**config.mk**
```make
export PLATFORM = sky130hd
export DESIGN_NAME = debug_exception_bus_break
export DESIGN_NICKNAME = d
export VERILOG_FILES = /design/src/hdl/debug_break_pkg.sv /design/src/hdl/debug_exception_bus_break.sv
export VERILOG_INCLUDE_DIRS = /design/src /design/src/hdl
export SDC_FILE = /design/constraint.sdc
export NUM_CORES = 1
export LEC_CHECK = 0
export ABC_CLOCK_PERIOD_IN_PS = 1600
export BUFFER_PORTS_ARGS = -buffer_cell sky130_fd_sc_hd__buf_2
export CORE_UTILIZATION = 49
export DETAILED_ROUTE_END_ITERATION = 8
export PLACE_DENSITY = 0.77
export REMOVE_ABC_BUFFERS = 1
export SLEW_MARGIN = 20
export SYNTH_ARGS = -nofsm -noshare
export SYNTH_HDL_FRONTEND = slang
export SYNTH_SLANG_ARGS = --single-unit
export TNS_END_PERCENT = 20
```
**constraint.sdc**
```tcl
create_clock -name sys_clk_i -period 1.6 [get_ports sys_clk_i]
set_input_delay 0.32 -clock sys_clk_i [delete_from_list [all_inputs] [get_ports sys_clk_i]]
set_output_delay 0.32 -clock sys_clk_i [all_outputs]
set_load 0.05 [all_outputs]
```
**src/hdl/debug_break_defs.svh**
```systemverilog
// Purpose: constants for the debug exception and bus break unit
// Assumes: 32-bit APB, word-aligned registers
// Notes:   offsets are byte addresses
// Notes on behaviour
// - bus match raises a debug break or trace trigger per control setting.
// - a data mask bit of 1 drops that data bit from the compare.
// - compare only on access classes enabled in bus break control.
// - with trace enabled a match drives code 010 or 001 on status output.
// - debug exception outranks every exception except reset.
// - causes are single step, breakpoint instruction, hardware match, probe break request.
// - no debug exception of any cause is taken in debug mode.
// - hardware match breaks only when its break enable bit is set.
// - vector is FF200200 with probe present, else BFC00480; both uncached.
// - entry sets debug mode and touches only status and return address.
// - cause bits record step, breakpoint, load match and other match sources.
// - instruction address cause beats breakpoint; probe request is lowest.
// - breakpoint in delay slot saves branch address and sets delay flag.
// - other causes save the faulting address; step saves the next one.
// - no single step exception for a delay slot instruction.
// - no step at return target, nor its delay slot if it is a branch.
// - debug mode takes only reset exceptions and masks all interrupts.
// - interrupt arriving in debug mode is held and taken after leaving.
// - translation fault in debug mode: access dropped, only fault bit set.
// - bus error in debug mode: no exception, fault bit set, result dropped.
// - debug mode grants kernel privilege regardless of user mode bit.
// - trace outputs indirect jump targets, exception return counted; code traces only is_indirect retires, not returns.
// - debug return loads pc from return address, clears mode and break.
`ifndef DEBUG_BREAK_DEFS_SVH
`define DEBUG_BREAK_DEFS_SVH
`define OFS_BUS_STATUS    8'h00
`define OFS_BUS_ADDRESS   8'h04
`define OFS_BUS_DATA      8'h08
`define OFS_BUS_DATA_MASK 8'h0C
`define OFS_BUS_CONTROL   8'h10
`define OFS_BUS_ADDR_MASK 8'h14
`define OFS_DEBUG_STATUS  8'h18
`define OFS_RETURN_ADDR   8'h1C
`define OFS_SCRATCH       8'h20
`define VEC_PROBE         32'hFF200200
`define VEC_NO_PROBE      32'hBFC00480
`define PCST_STALL_TRIG   3'h2
`define PCST_SEQ_TRIG     3'h1
`define PCST_IDLE         3'h0
`define CTL_FETCH_UC      0
`define CTL_LOAD_UC       1
`define CTL_STORE_UC      2
`define CTL_CACHED        3
`define CTL_TRACE         4
`define CTL_BREAK         5
`define DBG_STEP_CAUSE    0
`define DBG_BP_CAUSE      1
`define DBG_LOAD_CAUSE    2
`define DBG_IADDR_CAUSE   4
`define DBG_BUS_CAUSE     5
`define DBG_PROBE_CAUSE   6
`define DBG_STEP_EN       8
`define DBG_TLF           11
`define DBG_BSF           12
`define DBG_MODE          30
`define DBG_DELAY_SLOT    31
`endif

```
**src/hdl/debug_break_pkg.sv**
```systemverilog
// Purpose: shared types of the debug exception and bus break unit
// Assumes: fixed 32-bit address and data
// Notes:   state of the unit is one packed struct
package debug_break_pkg;
    typedef enum logic [2:0] {
        CLASS_NONE,
        CLASS_FETCH_UC,
        CLASS_LOAD_UC,
        CLASS_STORE_UC,
        CLASS_LOAD_C,
        CLASS_STORE_C
    } access_class_t;

    typedef struct packed {
        logic          valid;
        access_class_t kind;
        logic [31:0]   addr;
        logic [31:0]   data;
    } cpu_bus_t;

    typedef struct packed {
        logic        valid;
        logic [31:0] pc;
        logic [31:0] next_pc;
        logic [31:0] branch_pc;
        logic        in_delay_slot;
        logic        is_branch;
        logic        is_breakpoint;
        logic        is_return;
        logic        is_indirect;
        logic [31:0] jump_target;
        logic        addr_match;
        logic        load_match;
        logic        stalled;
    } retire_t;

    typedef struct packed {
        logic        bus_hit;
        logic [31:0] bus_addr;
        logic [31:0] bus_data;
        logic [31:0] bus_mask;
        logic [31:0] bus_amask;
        logic [5:0]  bus_ctl;
        logic [31:0] dbg_status;
        logic [31:0] ret_addr;
        logic [31:0] scratch;
        logic        break_pend;
        logic        probe_pend;
        logic        nmi_pend;
        logic        break_status;
        logic [1:0]  skip_step;
        logic [31:0] prdata;
        logic        pslverr;
        logic        redirect;
        logic [31:0] redirect_pc;
        logic        debug_entry;
        logic        nmi_take;
        logic        exc_take;
        logic        drop_access;
        logic [2:0]  pcst;
        logic        trace_valid;
        logic [31:0] trace_target;
    } state_t;
endpackage : debug_break_pkg

```
**src/hdl/debug_exception_bus_break.sv**
```systemverilog
// Purpose: bus break compare, debug exception entry and debug mode policy
// Assumes: pipeline presents one retiring instruction a cycle with its flags
// Notes:   APB answers with no wait states; read data comes from flops
//
// The register offsets and the APB interface to the registers were left to the implementer.
`include "debug_break_defs.svh"
`timescale 1ns/1ps
`default_nettype none

module debug_exception_bus_break (
    input  wire logic                      sys_clk_i,
    input  wire logic                      reset_n_i,
    // apb slave
    input  wire logic                      psel_i,
    input  wire logic                      penable_i,
    input  wire logic                      pwrite_i,
    input  wire logic [7:0]                paddr_i,
    input  wire logic [31:0]               pwdata_i,
    output logic                           pready_o,
    output logic [31:0]                    prdata_o,
    output logic                           pslverr_o,
    // cpu side
    input  wire debug_break_pkg::cpu_bus_t cpu_bus_i,
    input  wire debug_break_pkg::retire_t  retire_i,
    input  wire logic                      probe_present_i,
    input  wire logic                      probe_break_i,
    input  wire logic                      nmi_i,
    input  wire logic                      irq_i,
    input  wire logic                      exception_i,
    input  wire logic                      translation_fault_i,
    input  wire logic                      bus_error_i,
    input  wire logic                      user_mode_i,
    output logic                           debug_mode_o,
    output logic                           debug_entry_o,
    output logic                           redirect_o,
    output logic [31:0]                    redirect_pc_o,
    output logic                           nmi_take_o,
    output logic                           exception_take_o,
    output logic                           irq_mask_o,
    output logic                           drop_access_o,
    output logic                           kernel_priv_o,
    output logic                           break_status_o,
    output logic [2:0]                     pcst_o,
    output logic                           trace_valid_o,
    output logic [31:0]                    trace_target_o
);

    debug_break_pkg::state_t state;
    debug_break_pkg::state_t next_state;

    logic        in_debug;
    logic        class_on;
    logic        bus_match;
    logic        step_hit;
    logic        bp_hit;
    logic        iaddr_hit;
    logic        load_hit;
    logic        bus_hit;
    logic        probe_hit;
    logic        any_cause;
    logic        setup;
    logic        access;
    logic        mapped;
    logic [31:0] read_word;

    assign in_debug = state.dbg_status[`DBG_MODE];

    // ------------------------------------------------------------------
    // bus match compare
    // ------------------------------------------------------------------
    always_comb begin
        case (cpu_bus_i.kind)
            debug_break_pkg::CLASS_FETCH_UC:
                class_on = state.bus_ctl[`CTL_FETCH_UC];
            debug_break_pkg::CLASS_LOAD_UC:
                class_on = state.bus_ctl[`CTL_LOAD_UC];
            debug_break_pkg::CLASS_STORE_UC:
                class_on = state.bus_ctl[`CTL_STORE_UC];
            debug_break_pkg::CLASS_LOAD_C,
            debug_break_pkg::CLASS_STORE_C:
                class_on = state.bus_ctl[`CTL_CACHED];
            default:
                class_on = 1'b0;
        endcase
    end

    // masked address and data must both agree in the same bus cycle
    assign bus_match = cpu_bus_i.valid && class_on
        && (((cpu_bus_i.addr ^ state.bus_addr) & ~state.bus_amask) == '0)
        && (((cpu_bus_i.data ^ state.bus_data) & ~state.bus_mask) == '0);

    // ------------------------------------------------------------------
    // debug exception causes
    // ------------------------------------------------------------------
    assign iaddr_hit = retire_i.valid && retire_i.addr_match;
    assign bp_hit    = retire_i.valid && retire_i.is_breakpoint;
    assign load_hit  = retire_i.valid && retire_i.load_match;
    assign bus_hit   = retire_i.valid && state.break_pend;
    assign probe_hit = retire_i.valid
        && (state.probe_pend || probe_break_i);
    // delay slots and return targets never single step
    assign step_hit  = retire_i.valid && state.dbg_status[`DBG_STEP_EN]
        && !retire_i.in_delay_slot
        && (state.skip_step == 2'h0);
    // nothing is taken while already in debug mode
    assign any_cause = !in_debug
        && (iaddr_hit || bp_hit || load_hit || bus_hit || probe_hit
            || step_hit);

    // ------------------------------------------------------------------
    // apb decode
    // ------------------------------------------------------------------
    assign setup  = psel_i && !penable_i;
    assign access = psel_i && penable_i;

    always_comb begin
        mapped    = 1'b1;
        read_word = 32'h00000000;
        case (paddr_i)
            `OFS_BUS_STATUS:    read_word = {31'h0, state.bus_hit};
            `OFS_BUS_ADDRESS:   read_word = state.bus_addr;
            `OFS_BUS_DATA:      read_word = state.bus_data;
            `OFS_BUS_DATA_MASK: read_word = state.bus_mask;
            `OFS_BUS_CONTROL:   read_word = {26'h0, state.bus_ctl};
            `OFS_BUS_ADDR_MASK: read_word = state.bus_amask;
            `OFS_DEBUG_STATUS:  read_word = state.dbg_status;
            `OFS_RETURN_ADDR:   read_word = state.ret_addr;
            `OFS_SCRATCH:       read_word = state.scratch;
            default:            mapped = 1'b0;
        endcase
    end

    // ------------------------------------------------------------------
    // next state
    // ------------------------------------------------------------------
    always_comb begin
        next_state             = state;
        next_state.redirect    = 1'b0;
        next_state.debug_entry = 1'b0;
        next_state.nmi_take    = 1'b0;
        next_state.exc_take    = 1'b0;
        next_state.drop_access = 1'b0;
        next_state.trace_valid = 1'b0;
        next_state.pcst        = `PCST_IDLE;

        // read data captured in setup, answered in access
        if (setup) begin
            next_state.prdata  = mapped ? read_word : 32'h00000000;
            next_state.pslverr = !mapped;
        end

        // software writes
        if (access && pwrite_i) begin
            case (paddr_i)
                `OFS_BUS_STATUS:
                    if (pwdata_i[0]) begin
                        next_state.bus_hit = 1'b0;
                    end
                `OFS_BUS_ADDRESS:   next_state.bus_addr  = pwdata_i;
                `OFS_BUS_DATA:      next_state.bus_data  = pwdata_i;
                `OFS_BUS_DATA_MASK: next_state.bus_mask  = pwdata_i;
                `OFS_BUS_CONTROL:   next_state.bus_ctl   = pwdata_i[5:0];
                `OFS_BUS_ADDR_MASK: next_state.bus_amask = pwdata_i;
                `OFS_DEBUG_STATUS:
                    next_state.dbg_status[`DBG_STEP_EN] =
                        pwdata_i[`DBG_STEP_EN];
                `OFS_RETURN_ADDR:   next_state.ret_addr  = pwdata_i;
                `OFS_SCRATCH:       next_state.scratch   = pwdata_i;
                default:            next_state.scratch   = state.scratch;
            endcase
        end

        // bus match: status, break or trace trigger (set beats clear)
        if (bus_match) begin
            next_state.bus_hit = 1'b1;
            if (state.bus_ctl[`CTL_BREAK] && !in_debug) begin
                next_state.break_pend = 1'b1;
            end
            if (state.bus_ctl[`CTL_TRACE]) begin
                next_state.pcst = retire_i.stalled
                    ? `PCST_STALL_TRIG : `PCST_SEQ_TRIG;
            end
        end

        // probe request held until taken or debug mode masks it
        if (probe_break_i && !in_debug) begin
            next_state.probe_pend = 1'b1;
        end

        // interrupt arriving in debug mode is held for later
        if (nmi_i && (in_debug || any_cause)) begin
            next_state.nmi_pend = 1'b1;
        end
        if (!in_debug && !any_cause && (nmi_i || state.nmi_pend)) begin
            next_state.nmi_take = 1'b1;
            next_state.nmi_pend = 1'b0;
        end

        // debug mode faults: access dropped, no trap
        if (in_debug && translation_fault_i) begin
            next_state.dbg_status[`DBG_TLF] = 1'b1;
            next_state.drop_access = 1'b1;
        end
        if (in_debug && bus_error_i) begin
            next_state.dbg_status[`DBG_BSF] = 1'b1;
            next_state.drop_access = 1'b1;
        end

        // ordinary exceptions yield to debug and to debug mode
        if (exception_i && !in_debug && !any_cause) begin
            next_state.exc_take = 1'b1;
        end

        // indirect jumps emit their target; returns are not traced
        if (retire_i.valid && retire_i.is_indirect) begin
            next_state.trace_valid  = 1'b1;
            next_state.trace_target = retire_i.jump_target;
        end

        // return-target step suppression, extended over a branch slot
        if (retire_i.valid && state.skip_step != 2'h0 && !in_debug) begin
            next_state.skip_step = retire_i.is_branch
                ? 2'h1 : state.skip_step - 2'h1;
        end

        // debug exception entry
        if (any_cause) begin
            next_state.debug_entry = 1'b1;
            next_state.redirect    = 1'b1;
            next_state.redirect_pc = probe_present_i
                ? `VEC_PROBE : `VEC_NO_PROBE;
            next_state.break_status = 1'b1;
            next_state.dbg_status[`DBG_MODE] = 1'b1;
            next_state.dbg_status[`DBG_STEP_CAUSE]  = step_hit;
            next_state.dbg_status[`DBG_BP_CAUSE]    = bp_hit;
            next_state.dbg_status[`DBG_LOAD_CAUSE]  = load_hit;
            next_state.dbg_status[`DBG_IADDR_CAUSE] = iaddr_hit;
            next_state.dbg_status[`DBG_BUS_CAUSE]   = bus_hit;
            next_state.dbg_status[`DBG_PROBE_CAUSE] = probe_hit;
            next_state.dbg_status[`DBG_DELAY_SLOT]  = 1'b0;
            next_state.break_pend = 1'b0;
            next_state.probe_pend = 1'b0;
            // return address by highest-priority cause
            if (iaddr_hit) begin
                next_state.ret_addr = retire_i.pc;
            end else if (bp_hit) begin
                if (retire_i.in_delay_slot) begin
                    next_state.ret_addr = retire_i.branch_pc;
                    next_state.dbg_status[`DBG_DELAY_SLOT] = 1'b1;
                end else begin
                    next_state.ret_addr = retire_i.pc;
                end
            end else if (load_hit || bus_hit) begin
                next_state.ret_addr = retire_i.pc;
            end else if (step_hit) begin
                next_state.ret_addr = retire_i.next_pc;
            end else begin
                next_state.ret_addr = retire_i.pc;
            end
        end

        // debug return
        if (in_debug && retire_i.valid && retire_i.is_return) begin
            next_state.redirect    = 1'b1;
            next_state.redirect_pc = state.ret_addr;
            next_state.dbg_status[`DBG_MODE] = 1'b0;
            next_state.break_status = 1'b0;
            next_state.skip_step    = 2'h1;
        end
    end

    // ------------------------------------------------------------------
    // state register
    // ------------------------------------------------------------------
    always_ff @(posedge sys_clk_i or negedge reset_n_i) begin
        if (!reset_n_i) begin
            state <= '0;
        end else begin
            state <= next_state;
        end
    end

    // ------------------------------------------------------------------
    // outputs
    // ------------------------------------------------------------------
    assign pready_o         = access;
    assign prdata_o         = state.prdata;
    assign pslverr_o        = state.pslverr;
    assign debug_mode_o     = in_debug;
    assign debug_entry_o    = state.debug_entry;
    assign redirect_o       = state.redirect;
    assign redirect_pc_o    = state.redirect_pc;
    assign nmi_take_o       = state.nmi_take;
    assign exception_take_o = state.exc_take;
    assign irq_mask_o       = in_debug;
    assign drop_access_o    = state.drop_access;
    assign kernel_priv_o    = in_debug || !user_mode_i;
    assign break_status_o   = state.break_status;
    assign pcst_o           = state.pcst;
    assign trace_valid_o    = state.trace_valid;
    assign trace_target_o   = state.trace_target;

endmodule : debug_exception_bus_break

`default_nettype wire

```
==> results.md <==
* Status: finished with violations
* Failing checks: setup timing
* Crit-path max FO at 7
* Worst R2R Start: state[111]
* Most frequent cells in the layout: 361 x buf_2, 320 x dfrtp_1, 218 x nand2_1, 201 x buf_4, 94 x mux2_1
* Net Sw Frac at 31.2%
* Fin Setup TNS at -26.56 ns
* RSZ-0062 raised after global routing: yes
* CTS tree: yes
* Placer Congestion at 0.920
* Post-route ant nets at 0
* Pint at 15.2 mW
* Clock power share at 36.3%
* Slew @ Worst Pin at 0.514 ns
* Worst EP required at 2.01 ns
* R2R depth at 7
* GR Overflow Total at 0
* Area Growth Syn to Fin at 33.1%
* Drt wl/cell at 23.5 µm
* Vias in the first global route at 14,100
* GRT Util Overall at 32.4%
* Tcrit/Tclk final at 126%
* Max-cap violation count at 0
* Post-Synthesis Cell Area at 0.0160 mm²
* Final #Nets at 2,180
* Number of synthesized flops with an enable pin at 0
* PwrDens at 1040 mW/mm²
* Post-DP HPWL at 39,300 µm
* Iteration-0 DRC Markers at 1,327
* Clock slew at reported path FFs at 0.07 ns
* CP endpoint kind: register
* Hold/Removal Path Class: primary input to register
* Vias per cell at 5.85
* Top post-synthesis cells by area: dfrtp_1 50%, mux2_1 6.6%, mux2_2 5.6%
* Die Ht at 183 µm
* Slew Viols, Final at 0
* DR DRC count at 0
* CTS Buf Count at 35
* Bufs on Longest Clock Path at 3
* Syn Inst Count at 1,452
* Std-Cell Rows at 65
* H-Tree Level Count at 2
* Hold Path Stages at 2
* Root buf cell: clkbuf_16
* Crit path time final at 2.02 ns
* Largest net degree at the start of global routing at 73
* Crit path kind: register to register
* Drt pass-1 iters at 5
* IO Count at 369
* Startpoint Class: register
* Hold Path End: exception_take_o
* Starting Density at 50.2%
* Clock Latency Late Sink at 0.53 ns
* Sequential element share of the synthesized area at 50.1%
* Port Buffer Count at 366
* Sw Pwr at 6.91 mW
* VDD IR max at 0.000718 V
* Hold Fails Final Rpt at 0
* Total Power at 22.1 mW
* Initial antenna violation count at 8
* Die area at 0.0333 mm²
* Cell taking the most area after synthesis: dfrtp_1
* Post-synth top area share at 50.1%
* Die Width at 183 µm
* LEAKAGE at 10.8 nW
* Synth warn at 0
* Crit path DAT at 2.43 ns
* Comb power frac at 21.5%
* Synthesized area per cell at 11.0 µm²
* Via count at 14,000
* RR Endpoint: redirect_pc_o[21]
* Final setup vio count at 83
* Synth cell types at 58
* First-pass GRT wire length at 81,500 µm
* Relative slew slack at 65.6%
* Drt total wl at 56,200 µm
* Max Freq at 0.494 GHz
* Most common cell after layout, fill and taps aside: buf_2
* PnR worst setup slack at -0.424 ns
* WHS at 0.0186 ns
* Core Footprint at 0.0318 mm²
* Ys async rst share at 100%
* Top FF cell, synth: dfrtp_1
* Pre-CTS setup slack at -0.480 ns
* Layout cells sized above 1 at 45.3%
* Sequential Power Share at 42.2%
* Worst clock skew at 0.0292 ns
* Clk sinks at 320
* Hold path start: exception_i
* FF-to-FF setup slack at -0.42 ns
* FF+latch count, synth at 320
==> flip-flops by register name, indices dropped and copies added (netlist names) <==
name              cells
state               214
prdata_o             32
redirect_pc_o        32
trace_target_o       32
pcst_o                2
debug_entry_o         1
debug_mode_o          1
drop_access_o         1
exception_take_o      1
nmi_take_o            1
pslverr_o             1
redirect_o            1
trace_valid_o         1
==> per-layer routing <==
| metal | vias to the layer above | global-route usage (%) | share of wire (%) |
|---|---|---|---|
| met5 | - | 0 | 0.045 |
| met4 | 4 | 15.7 | 4.8 |
| met3 | 164 | 5.25 | 7.6 |
| met2 | 761 | 54.5 | 49 |
| met1 | 6968 | 40.8 | 38 |
| li1 | 6060 | - | - |
==> worst max-delay path: stages (launching register included) <==
cell	delay, ns
dfrtp_1	0.44
or3_4	0.37
o41ai_2	0.20
nand2_1	0.15
nand2_4	0.18
clkinv_8	0.13
and2_4	0.17
a221o_1	0.25
==> per-stage QoR <==
stage / util [%] / std cells / area [µm²]
after floorplan: - / 1262 / 14700
after global placement: 60.5 / 2295 / 19200
after detailed placement: 60.5 / 2295 / 19200
after CTS: 65.1 / 2360 / 20700
after global routing: 66.8 / 2385 / 21200
final: 66.8 / 2386 / 21300
==> synthesized netlist by cell type (4+ instances only) <==
master / number
o22ai_1: 65
a221oi_1: 25
mux2_1: 94
a22o_1: 10
o21ai_0: 74
mux2_4: 27
a22oi_1: 42
a21o_1: 6
nand2_1: 224
xnor2_1: 64
buf_1: 6
a221o_1: 12
o2bb2ai_1: 5
dfrtp_1: 320
a21oi_1: 44
and2_1: 8
nand3_1: 9
nor3_1: 4
buf_6: 13
clkbuf_1: 41
buf_4: 106
mux2i_1: 17
mux2_2: 80
buf_2: 24
nor4_1: 8
nor2_1: 14
and3_1: 36
o21ai_1: 25
inv_1: 6
==> worst max-delay path by stage <==
stage                              from           endpoint  cells past startpoint
after floorplan            debug_mode_o  redirect_pc_o[21]                      5
after global placement       paddr_i[2]        prdata_o[4]                     10
after detailed placement  cpu_bus_i[33]          pcst_o[1]                      8
after CTS                    state[111]  redirect_pc_o[21]                      7
after global routing         state[111]  redirect_pc_o[30]                      7
final                        state[111]  redirect_pc_o[21]                      7
==> cell families (layout without fill, tap and decap cells) <==
kind of cell | count (synthesis) | after routing | share of synthesized area, %
DFF | 320 | 320 | 50.1
buffers and inverters | 197 | 689 | 7.92
and+or+nand+nor | 330 | 330 | 9.52
AOI/OAI and AO/OA | 321 | 321 | 12.9
muxes | 218 | 218 | 15.9
xor gates and xnor gates | 64 | 64 | 3.51
other | 1 | 8 | 0.0235
adders and majority gates | 1 | 1 | 0.0783
==> power by group through the flow <==
stage          registers, mW  logic, mW  clock network, mW
6_report                9.34       4.75               8.02
4_1_cts                 9.30       4.41               8.07
3_5_place_dp            9.44       4.28                  0
2_1_floorplan           10.7       1.15                  0
5_1_grt                 9.41       5.02               8.42
3_3_place_gp            9.40       4.18                  0
==> final cells by class <==
cell class,count,area (µm²)
Clock buffer,50,1040
Antenna cell,7,17.5
Timing Repair inverter,1,8.76
Tap cell,435,544
Inverter,7,38.8
Fill cell,2321,10500
Timing Repair Buffer,621,4370
Sequential cell,320,8010
Clock inverter,10,96.3
Multi-Input combinational cell,935,7120
==> repair_timing <==
action                                 in CTS  in global routing
gates resized for setup                    75                 91
setup buffers                               4                 11
endpoints found under the hold margin      74                  0
pin swaps                                  17                 44
cloned                                      0                  8
hold buffers                                1                  0
setup endpoints to repair                  87                 94
(Power assumes the default switching activity.)
